--- config.mk ---
export PLATFORM = sky130hd
export DESIGN_NAME = adc_result_bank
export DESIGN_NICKNAME = d
export VERILOG_FILES = /design/src/logic/adc_result_pkg.sv /design/src/logic/adc_result_bank.sv
export VERILOG_INCLUDE_DIRS = /design/src /design/src/logic
export SDC_FILE = /design/constraint.sdc
export NUM_CORES = 1
export LEC_CHECK = 0
export BUFFER_PORTS_ARGS = -buffer_cell sky130_fd_sc_hd__buf_2
export CAP_MARGIN = 20
export CORE_ASPECT_RATIO = 0.5
export CORE_UTILIZATION = 60
export CTS_BUF_LIST = sky130_fd_sc_hd__clkbuf_8 sky130_fd_sc_hd__clkbuf_16
export DETAILED_ROUTE_END_ITERATION = 16
export GPL_TIMING_DRIVEN = 0
export PLACE_DENSITY = 0.73
export SLEW_MARGIN = 20
export SYNTH_ARGS = -nofsm -noshare
export SYNTH_HDL_FRONTEND = slang
export SYNTH_SLANG_ARGS = --single-unit
export TNS_END_PERCENT = 20
--- constraint.sdc ---
create_clock -name clk -period 7.27 [get_ports clk]
set_clock_uncertainty 0.1 [all_clocks]
set_input_delay 1.454 -clock clk [delete_from_list [all_inputs] [get_ports clk]]
set_output_delay 1.454 -clock clk [all_outputs]
set_load 0.02 [all_outputs]
--- src/logic/adc_result_bank_defs.svh ---
// register offsets, field positions and reset values of the result bank
// assumes inclusion by bare name from the design file
`ifndef ADC_RESULT_BANK_DEFS_SVH
`define ADC_RESULT_BANK_DEFS_SVH

// ----------------------------------------------------------------------
// bus geometry
// ----------------------------------------------------------------------
`define ADDR_W 5
`define DATA_W 8

// ----------------------------------------------------------------------
// byte register offsets
// ----------------------------------------------------------------------
`define OFS_RES_HI 5'h00
`define OFS_RES_LO 5'h01
`define OFS_PREV_HI 5'h02
`define OFS_PREV_LO 5'h03
`define OFS_ACC_HI 5'h04
`define OFS_ACC_LO 5'h05
`define OFS_STPT_HI 5'h06
`define OFS_STPT_LO 5'h07
`define OFS_ERR_HI 5'h08
`define OFS_ERR_LO 5'h09
`define OFS_LTH_HI 5'h0a
`define OFS_LTH_LO 5'h0b
`define OFS_UTH_HI 5'h0c
`define OFS_UTH_LO 5'h0d
`define OFS_CTRL2 5'h0e
`define OFS_CTRL3 5'h0f
`define OFS_CROSS 5'h10
`define OFS_IRQ_STAT 5'h11
`define OFS_IRQ_CLR 5'h12
`define OFS_IRQ_EN 5'h13

// ----------------------------------------------------------------------
// field positions
// ----------------------------------------------------------------------
`define C2_JUST 0
`define C2_PSRC 1
`define C2_SHIFT_LSB 2
`define C2_MODE_LSB 5
`define C3_CALC_LSB 0
`define C3_TMD_LSB 4
`define CROSS_LOWER 0
`define CROSS_UPPER 1
`define IRQ_DONE 0
`define IRQ_THR 1

// ----------------------------------------------------------------------
// reset values
// ----------------------------------------------------------------------
`define CTRL_RST 8'h00
`define DATA_RST 8'h00
`define IRQ_RST 2'h0

`endif

--- src/logic/adc_result_pkg.sv ---
// mode encodings of the result bank
// assumes nothing of its surroundings
`default_nettype none

package adc_result_pkg;

    // accumulator behaviour per conversion
    typedef enum logic [2:0] {
        FM_BASIC = 3'h0,
        FM_ACCUM = 3'h1,
        FM_AVG = 3'h2,
        FM_BURST = 3'h3,
        FM_LPF = 3'h4
    } filt_mode_t;

    // source of the calculation error
    typedef enum logic [2:0] {
        CM_DERIV = 3'h0,
        CM_VAL_STPT = 3'h1,
        CM_FILT_PREV = 3'h2,
        CM_FILT_STPT = 3'h3
    } calc_mode_t;

    // threshold interrupt condition
    typedef enum logic [2:0] {
        TM_NEVER = 3'h0,
        TM_BELOW = 3'h1,
        TM_ABOVE = 3'h2,
        TM_OUTSIDE = 3'h3,
        TM_INSIDE = 3'h4
    } thr_mode_t;

endpackage : adc_result_pkg

`default_nettype wire

--- src/logic/adc_result_bank.sv ---
// result, previous, accumulator, setpoint and error registers of the adc
// assumes conversion strobes come from logic on clk, byte-wide register port
`timescale 1ns/10ps
`default_nettype none
`include "adc_result_bank_defs.svh"

module adc_result_bank (
    input wire logic clk, // system clock
    input wire logic rst, // power-on or brown-out reset
    input wire logic warm_rst, // any other reset, synchronous
    input wire logic conv_start, // pulse: new conversion begins
    input wire logic conv_done, // pulse: conversion value ready
    input wire logic [9:0] conv_data, // conversion value
    input wire logic [`ADDR_W-1:0] addr, // register address
    input wire logic [`DATA_W-1:0] wdata, // write data
    input wire logic wr_en, // write strobe
    input wire logic rd_en, // read strobe
    output logic [`DATA_W-1:0] rdata, // read data, cycle after strobe
    output logic irq // level interrupt
);

    // ------------------------------------------------------------------
    // storage
    // ------------------------------------------------------------------
    logic [7:0] res_hi_q, res_lo_q, prev_hi_q, prev_lo_q;
    logic signed [15:0] acc_q, err_q;
    logic [7:0] stpt_hi_q, stpt_lo_q;
    logic [15:0] lth_q, uth_q;
    logic [7:0] ctrl2_q, ctrl3_q, irq_en_q, rdata_q;
    logic [9:0] val_q;
    logic done_q, err_vld_q, upper_q, lower_q;
    logic [1:0] irq_stat_q;

    // ------------------------------------------------------------------
    // control decode
    // ------------------------------------------------------------------
    logic justify, prior_src;
    logic [2:0] shift;
    adc_result_pkg::filt_mode_t fmode;
    adc_result_pkg::calc_mode_t cmode;
    adc_result_pkg::thr_mode_t tmode;
    logic signed [15:0] filt, val_ext, stpt, prev;
    logic up_now, lo_now, thr_evt;
    logic [1:0] irq_set, irq_clr;
    logic [7:0] rd_mux;

    assign justify = ctrl2_q[`C2_JUST];
    assign prior_src = ctrl2_q[`C2_PSRC];
    assign shift = ctrl2_q[`C2_SHIFT_LSB +: 3];
    assign fmode = adc_result_pkg::filt_mode_t'(ctrl2_q[`C2_MODE_LSB +: 3]);
    assign cmode = adc_result_pkg::calc_mode_t'(ctrl3_q[`C3_CALC_LSB +: 3]);
    assign tmode = adc_result_pkg::thr_mode_t'(ctrl3_q[`C3_TMD_LSB +: 3]);
    assign val_ext = $signed({6'h00, val_q});
    assign stpt = $signed({stpt_hi_q, stpt_lo_q});
    assign prev = $signed({prev_hi_q, prev_lo_q});
    // arithmetic shift keeps the sign of a negative sum
    assign filt = acc_q >>> shift;

    // ------------------------------------------------------------------
    // helpers
    // ------------------------------------------------------------------
    function automatic logic wr_hit(input logic [`ADDR_W-1:0] ofs);
        return wr_en && (addr == ofs);
    endfunction : wr_hit

    function automatic logic [15:0] fmt(input logic [9:0] v,
                                        input logic rj);
        if (rj) begin
            return {6'h00, v};
        end
        return {v, 6'h00};
    endfunction : fmt

    function automatic logic signed [15:0] calc_err(
            input adc_result_pkg::calc_mode_t m,
            input logic signed [15:0] v, f, p, s);
        case (m)
            adc_result_pkg::CM_DERIV: return v - p;
            adc_result_pkg::CM_FILT_PREV: return f - p;
            adc_result_pkg::CM_FILT_STPT: return f - s;
            default: return v - s;
        endcase
    endfunction : calc_err

    function automatic logic thr_hit(input adc_result_pkg::thr_mode_t m,
                                     input logic up, lo);
        case (m)
            adc_result_pkg::TM_BELOW: return lo;
            adc_result_pkg::TM_ABOVE: return up;
            adc_result_pkg::TM_OUTSIDE: return up | lo;
            adc_result_pkg::TM_INSIDE: return !up && !lo;
            default: return 1'b0;
        endcase
    endfunction : thr_hit

    // ------------------------------------------------------------------
    // result bytes and raw value
    // ------------------------------------------------------------------
    // conversion beats a software write in the same cycle
    always_ff @(posedge clk or posedge rst) begin
        if (rst) begin
            res_hi_q <= `DATA_RST;
            res_lo_q <= `DATA_RST;
            val_q <= 10'h000;
        end else if (conv_done) begin
            {res_hi_q, res_lo_q} <= fmt(conv_data, justify);
            val_q <= conv_data;
        end else begin
            if (wr_hit(`OFS_RES_HI)) res_hi_q <= wdata;
            if (wr_hit(`OFS_RES_LO)) res_lo_q <= wdata;
        end
    end

    // ------------------------------------------------------------------
    // previous result capture, no software write path
    // ------------------------------------------------------------------
    always_ff @(posedge clk or posedge rst) begin
        if (rst) begin
            {prev_hi_q, prev_lo_q} <= 16'h0000;
        end else if (conv_start) begin
            if (prior_src) begin
                {prev_hi_q, prev_lo_q} <= filt;
            end else begin
                {prev_hi_q, prev_lo_q} <= {res_hi_q, res_lo_q};
            end
        end
    end

    // ------------------------------------------------------------------
    // accumulator
    // ------------------------------------------------------------------
    // sum wraps at 16 bits; software must keep the shift sized to it
    always_ff @(posedge clk or posedge rst) begin
        if (rst) begin
            acc_q <= 16'sh0000;
        end else if (conv_done) begin
            case (fmode)
                adc_result_pkg::FM_ACCUM,
                adc_result_pkg::FM_AVG,
                adc_result_pkg::FM_BURST: begin
                    acc_q <= acc_q + $signed({6'h00, conv_data});
                end
                adc_result_pkg::FM_LPF: begin
                    acc_q <= acc_q - filt
                             + $signed({6'h00, conv_data});
                end
                default: acc_q <= acc_q;
            endcase
        end else begin
            if (wr_hit(`OFS_ACC_HI)) acc_q[15:8] <= wdata;
            if (wr_hit(`OFS_ACC_LO)) acc_q[7:0] <= wdata;
        end
    end

    // ------------------------------------------------------------------
    // setpoint and thresholds
    // ------------------------------------------------------------------
    always_ff @(posedge clk or posedge rst) begin
        if (rst) begin
            stpt_hi_q <= `DATA_RST;
            stpt_lo_q <= `DATA_RST;
            lth_q <= 16'h0000;
            uth_q <= 16'h0000;
        end else begin
            if (wr_hit(`OFS_STPT_HI)) stpt_hi_q <= wdata;
            if (wr_hit(`OFS_STPT_LO)) stpt_lo_q <= wdata;
            if (wr_hit(`OFS_LTH_HI)) lth_q[15:8] <= wdata;
            if (wr_hit(`OFS_LTH_LO)) lth_q[7:0] <= wdata;
            if (wr_hit(`OFS_UTH_HI)) uth_q[15:8] <= wdata;
            if (wr_hit(`OFS_UTH_LO)) uth_q[7:0] <= wdata;
        end
    end

    // ------------------------------------------------------------------
    // error calculation, one cycle after the sum settles
    // ------------------------------------------------------------------
    always_ff @(posedge clk or posedge rst) begin
        if (rst) begin
            done_q <= 1'b0;
            err_vld_q <= 1'b0;
            err_q <= 16'sh0000;
        end else begin
            done_q <= conv_done;
            err_vld_q <= done_q;
            if (done_q) begin
                err_q <= calc_err(cmode, val_ext, filt, prev, stpt);
            end
        end
    end

    // ------------------------------------------------------------------
    // threshold comparison
    // ------------------------------------------------------------------
    assign up_now = err_q > $signed(uth_q);
    assign lo_now = err_q < $signed(lth_q);
    assign thr_evt = err_vld_q && thr_hit(tmode, up_now, lo_now);

    always_ff @(posedge clk or posedge rst) begin
        if (rst) begin
            upper_q <= 1'b0;
            lower_q <= 1'b0;
        end else if (warm_rst) begin
            upper_q <= 1'b0;
            lower_q <= 1'b0;
        end else if (err_vld_q) begin
            upper_q <= up_now;
            lower_q <= lo_now;
        end
    end

    // ------------------------------------------------------------------
    // control registers, cleared by every reset
    // ------------------------------------------------------------------
    // data registers above, except the crossing flags, ignore warm_rst so values survive it
    always_ff @(posedge clk or posedge rst) begin
        if (rst) begin
            ctrl2_q <= `CTRL_RST;
            ctrl3_q <= `CTRL_RST;
            irq_en_q <= `CTRL_RST;
        end else if (warm_rst) begin
            ctrl2_q <= `CTRL_RST;
            ctrl3_q <= `CTRL_RST;
            irq_en_q <= `CTRL_RST;
        end else begin
            if (wr_hit(`OFS_CTRL2)) ctrl2_q <= wdata;
            if (wr_hit(`OFS_CTRL3)) ctrl3_q <= wdata;
            if (wr_hit(`OFS_IRQ_EN)) irq_en_q <= wdata;
        end
    end

    // ------------------------------------------------------------------
    // interrupt status: set wins over clear
    // ------------------------------------------------------------------
    assign irq_set = {thr_evt, done_q};
    // spelled out: a function call would hide wr_en and addr from the assign
    assign irq_clr = (wr_en && addr == `OFS_IRQ_CLR) ? wdata[1:0] : 2'h0;

    always_ff @(posedge clk or posedge rst) begin
        if (rst) begin
            irq_stat_q <= `IRQ_RST;
        end else if (warm_rst) begin
            irq_stat_q <= `IRQ_RST;
        end else begin
            irq_stat_q <= (irq_stat_q & ~irq_clr) | irq_set;
        end
    end

    assign irq = |(irq_stat_q & irq_en_q[1:0]);

    // ------------------------------------------------------------------
    // read path
    // ------------------------------------------------------------------
    // unmapped and write-only offsets read as zero
    always_comb begin
        if (addr == `OFS_RES_HI) rd_mux = res_hi_q;
        else if (addr == `OFS_RES_LO) rd_mux = res_lo_q;
        else if (addr == `OFS_PREV_HI) rd_mux = prev_hi_q;
        else if (addr == `OFS_PREV_LO) rd_mux = prev_lo_q;
        else if (addr == `OFS_ACC_HI) rd_mux = acc_q[15:8];
        else if (addr == `OFS_ACC_LO) rd_mux = acc_q[7:0];
        else if (addr == `OFS_STPT_HI) rd_mux = stpt_hi_q;
        else if (addr == `OFS_STPT_LO) rd_mux = stpt_lo_q;
        else if (addr == `OFS_ERR_HI) rd_mux = err_q[15:8];
        else if (addr == `OFS_ERR_LO) rd_mux = err_q[7:0];
        else if (addr == `OFS_LTH_HI) rd_mux = lth_q[15:8];
        else if (addr == `OFS_LTH_LO) rd_mux = lth_q[7:0];
        else if (addr == `OFS_UTH_HI) rd_mux = uth_q[15:8];
        else if (addr == `OFS_UTH_LO) rd_mux = uth_q[7:0];
        else if (addr == `OFS_CTRL2) rd_mux = ctrl2_q;
        else if (addr == `OFS_CTRL3) rd_mux = ctrl3_q;
        else if (addr == `OFS_CROSS) rd_mux = {6'h00, upper_q, lower_q};
        else if (addr == `OFS_IRQ_STAT) rd_mux = {6'h00, irq_stat_q};
        else if (addr == `OFS_IRQ_EN) rd_mux = irq_en_q;
        else rd_mux = 8'h00;
    end

    always_ff @(posedge clk or posedge rst) begin
        if (rst) begin
            rdata_q <= 8'h00;
        end else begin
            rdata_q <= rd_en ? rd_mux : 8'h00;
        end
    end

    assign rdata = rdata_q;
endmodule : adc_result_bank
`default_nettype wire

==> qor.txt <==
multi-input combinational cell area: 7710 sq um
Hold WS: 0.297 ns
Hold Fails Final Rpt: 0
Post-Route WL: 45.3 mm
CP required: 7.54 ns
CTS hold repair buffers: 0
placed cells: 1,744
Crit Path Class: reg2reg
Syn Inst Count: 1,448
crit end category: flop
CTS clk-pin slew, worst paths: 0.07 ns
Placement Cell Area: 13,100 sq um
dpl hpwl: 34.5 mm
Max Cap Viol: 0
final antenna diode count: 0
IO Port Bufs: 29
area grow syn2layout: 8.95%
DRC violations left: 0
FF-to-FF Start: ctrl2_q[3]
Reg area: 4000 sq um
Ys Warns: 0
RSZ-0062 raised after global routing: no
Longest Clk Path Bufs: 2
TritonCTS clock tree: done
H-tree lvl count: 4
share of post-route cells with drive strength above 1: 0.109
mean area per synthesized cell: 8.68 sq um
hold path start: done_q
DR vias: 11,900
Fill cells: 1,620
Max Clock Freq: 177 MHz
GP Congestion: 1.05
power per cell area: 337 nW/um^2
Peak VDD IR: 0.000404 V
total gr overflow: 0
Tcrit/Tclk final: 0.776
Yosys cell types: 77
I/O pins: 39
Yosys reg bits: 160
sequential-to-total area share from yosys stat: 0.319
postcts setup bufs: 0
core area: 20,000 sq um
initial antenna violation count: 1
worst min path class: reg2reg
outcome: finished, final reports clean
Slew Limit Fails: 0
Mapped Nets: 1,578
P_leak: 6.26 nW
Initial DRC Count: 1,666
cell area after synthesis: 12,600 sq um
number of buffers created by CTS: 17
dpl ws: 1.80 ns
# rows: 36
Die W: 207 microns
worst-path fanout max: 10
post-route cell area: 13,700 sq um
vias in the first global route: 11,600
Worst-Margin Slew: 1.20 ns
clk root buf: clkbuf_16
Nets: 1,627
global-route wire length before repair: 69.0 mm
Pre-antenna DRT Iters: 6
largest net degree at the start of global routing: 101
total track usage: 0.435
Async SR Flop Fraction: 1.00
endpoints failing setup: 0
Worst-Skew Late Latency: 0.46 ns
Cell Count, Final, Fillers Out: 1,776
Starting Density: 0.628
Power, Total: 4.62 mW
fin util: 0.684
crit start category: flop
WL per Instance: 25.5 microns
Post-synth EDFFs: 0
slew margin rel.: 0.194
Top FF cell, synth: dfrtp_1
start point of the critical path: ctrl2_q[3]
setup TNS: 0 ns
Vias/cell: 6.71
die height: 104 microns
DRT antenna net count: 0
number of gates resized after cts: 0
crit path DAT: 5.91 ns
Total Die Area: 21,600 sq um
clk sinks: 160
Final min period: 5.64 ns
Setup WS post-layout: 1.63 ns
[state kept, by name, summed over array words and instances, names as in the netlist]
register / cells
err_vld_q: 1
res_hi_q: 8
acc_q: 16
err_q: 16
stpt_hi_q: 8
lower_q: 1
val_q: 10
irq_en_q: 8
prev_lo_q: 8
lth_q: 16
uth_q: 16
upper_q: 1
prev_hi_q: 8
ctrl2_q: 8
res_lo_q: 8
ctrl3_q: 8
irq_stat_q: 2
rdata: 8
done_q: 1
stpt_lo_q: 8
[cells by family (layout without fill, tap and decap cells)]
kind of cell / Yosys count / in the layout / synth area share
compound gates: 412 / 412 / 0.201
buf+inv: 190 / 252 / 0.0678
fa+ha+maj: 100 / 100 / 0.107
flops: 160 / 160 / 0.319
xor+xnor: 49 / 49 / 0.0342
mux: 144 / 144 / 0.129
simple gates: 393 / 393 / 0.143
[area by class of cell]
class	instances	share of cell area
inverters	113	0.0315
multi-input cells	1098	0.563
repair buffers	30	0.0126
plain buffers	77	0.0313
well taps	266	0.0243
flip-flops and latches	160	0.293
clock inverters	14	0.0126
clock buffers	18	0.0321
[layer usage]
layer / vias to the layer above / wire [microns] / global-route usage
met1: 5787 / 18600 / 0.599
met5: - / 0 / 0
met2: 764 / 18900 / 0.626
met4: 0 / 1910 / 0.204
li1: 5227 / - / -
met3: 141 / 5930 / 0.123
[cells in the final DEF, fill, tap and decap left out, drive strengths merged, types with 6 or more instances in the layout]
| master | Yosys | final |
|---|---|---|
| o21a | 17 | 17 |
| mux2 | 59 | 59 |
| clkbuf | 60 | 78 |
| nand2 | 140 | 140 |
| nor2b | 25 | 25 |
| nor2 | 117 | 117 |
| a221oi | 8 | 8 |
| a21boi | 6 | 6 |
| or3 | 6 | 6 |
| xnor2 | 28 | 28 |
| inv | 112 | 114 |
| a22o | 7 | 7 |
| fa | 13 | 13 |
| mux2i | 77 | 77 |
| a211oi | 10 | 10 |
| clkinv | 1 | 7 |
| mux4 | 8 | 8 |
| o21ai | 120 | 120 |
| nor3 | 30 | 30 |
| nand3 | 28 | 28 |
| and2 | 9 | 9 |
| a21oi | 135 | 135 |
| dfrtp | 160 | 160 |
| buf | 17 | 47 |
| xor2 | 21 | 21 |
| o22ai | 9 | 9 |
| o211ai | 13 | 13 |
| a31oi | 14 | 14 |
| o221ai | 7 | 7 |
| nand2b | 13 | 13 |
| ha | 87 | 87 |
| a21o | 23 | 23 |
[Yosys cell counts, drive strengths merged (9+ instances only)]
| cell | instances | area (sq um) |
|---|---|---|
| dfrtp | 160 | 4000 |
| nand2 | 140 | 528 |
| a21oi | 135 | 676 |
| o21ai | 120 | 601 |
| nor2 | 117 | 449 |
| inv | 112 | 420 |
| ha | 87 | 1090 |
| mux2i | 77 | 771 |
| clkbuf | 60 | 325 |
| mux2 | 59 | 664 |
| nor3 | 30 | 155 |
| nand3 | 28 | 140 |
| xnor2 | 28 | 245 |
| nor2b | 25 | 156 |
| a21o | 23 | 173 |
| xor2 | 21 | 184 |
| buf | 17 | 103 |
| o21a | 17 | 128 |
| a31oi | 14 | 87.6 |
| fa | 13 | 260 |
| nand2b | 13 | 83.8 |
| o211ai | 13 | 97.6 |
| a211oi | 10 | 75.1 |
| and2 | 9 | 56.3 |
| o22ai | 9 | 56.3 |
[final timing paths]
| check | depth (start not counted) | slack [ns] | endpoint |
|---|---|---|---|
| setup reg to reg | 17 | 1.63 | acc_q[12] |
| hold reg to reg | 0 | 0.30 | err_vld_q |
| max in group asynchronous | 3 | 5.30 | acc_q[13] |
| min in group asynchronous | 2 | 0.90 | lth_q[12] |
| setup / recovery | 17 | 1.63 | acc_q[12] |
| hold / removal | 0 | 0.30 | err_vld_q |
[critical path, cell delays in order, from the launching register on]
cell	delay (ns)
dfrtp_1	0.36
clkbuf_1	0.66
buf_1	0.49
nand2_1	0.09
o21ai_0	0.13
o21ai_0	0.11
o21ai_0	0.74
fa_1	0.58
fa_1	0.41
nor2b_1	0.20
o21a_1	0.16
o21ai_0	0.19
a211oi_1	0.41
nor2_1	0.10
a21oi_1	0.25
xor2_1	0.20
a22oi_1	0.11
nor3_1	0.24
[report_power, final]
group | total (mW) | internal, mW | switching [mW]
Combinational | 2.36 | 0.975 | 1.38
Clock | 0.959 | 0.576 | 0.383
Sequential | 1.30 | 1.04 | 0.256
Note: power is estimated with default switching activity, not from simulation.
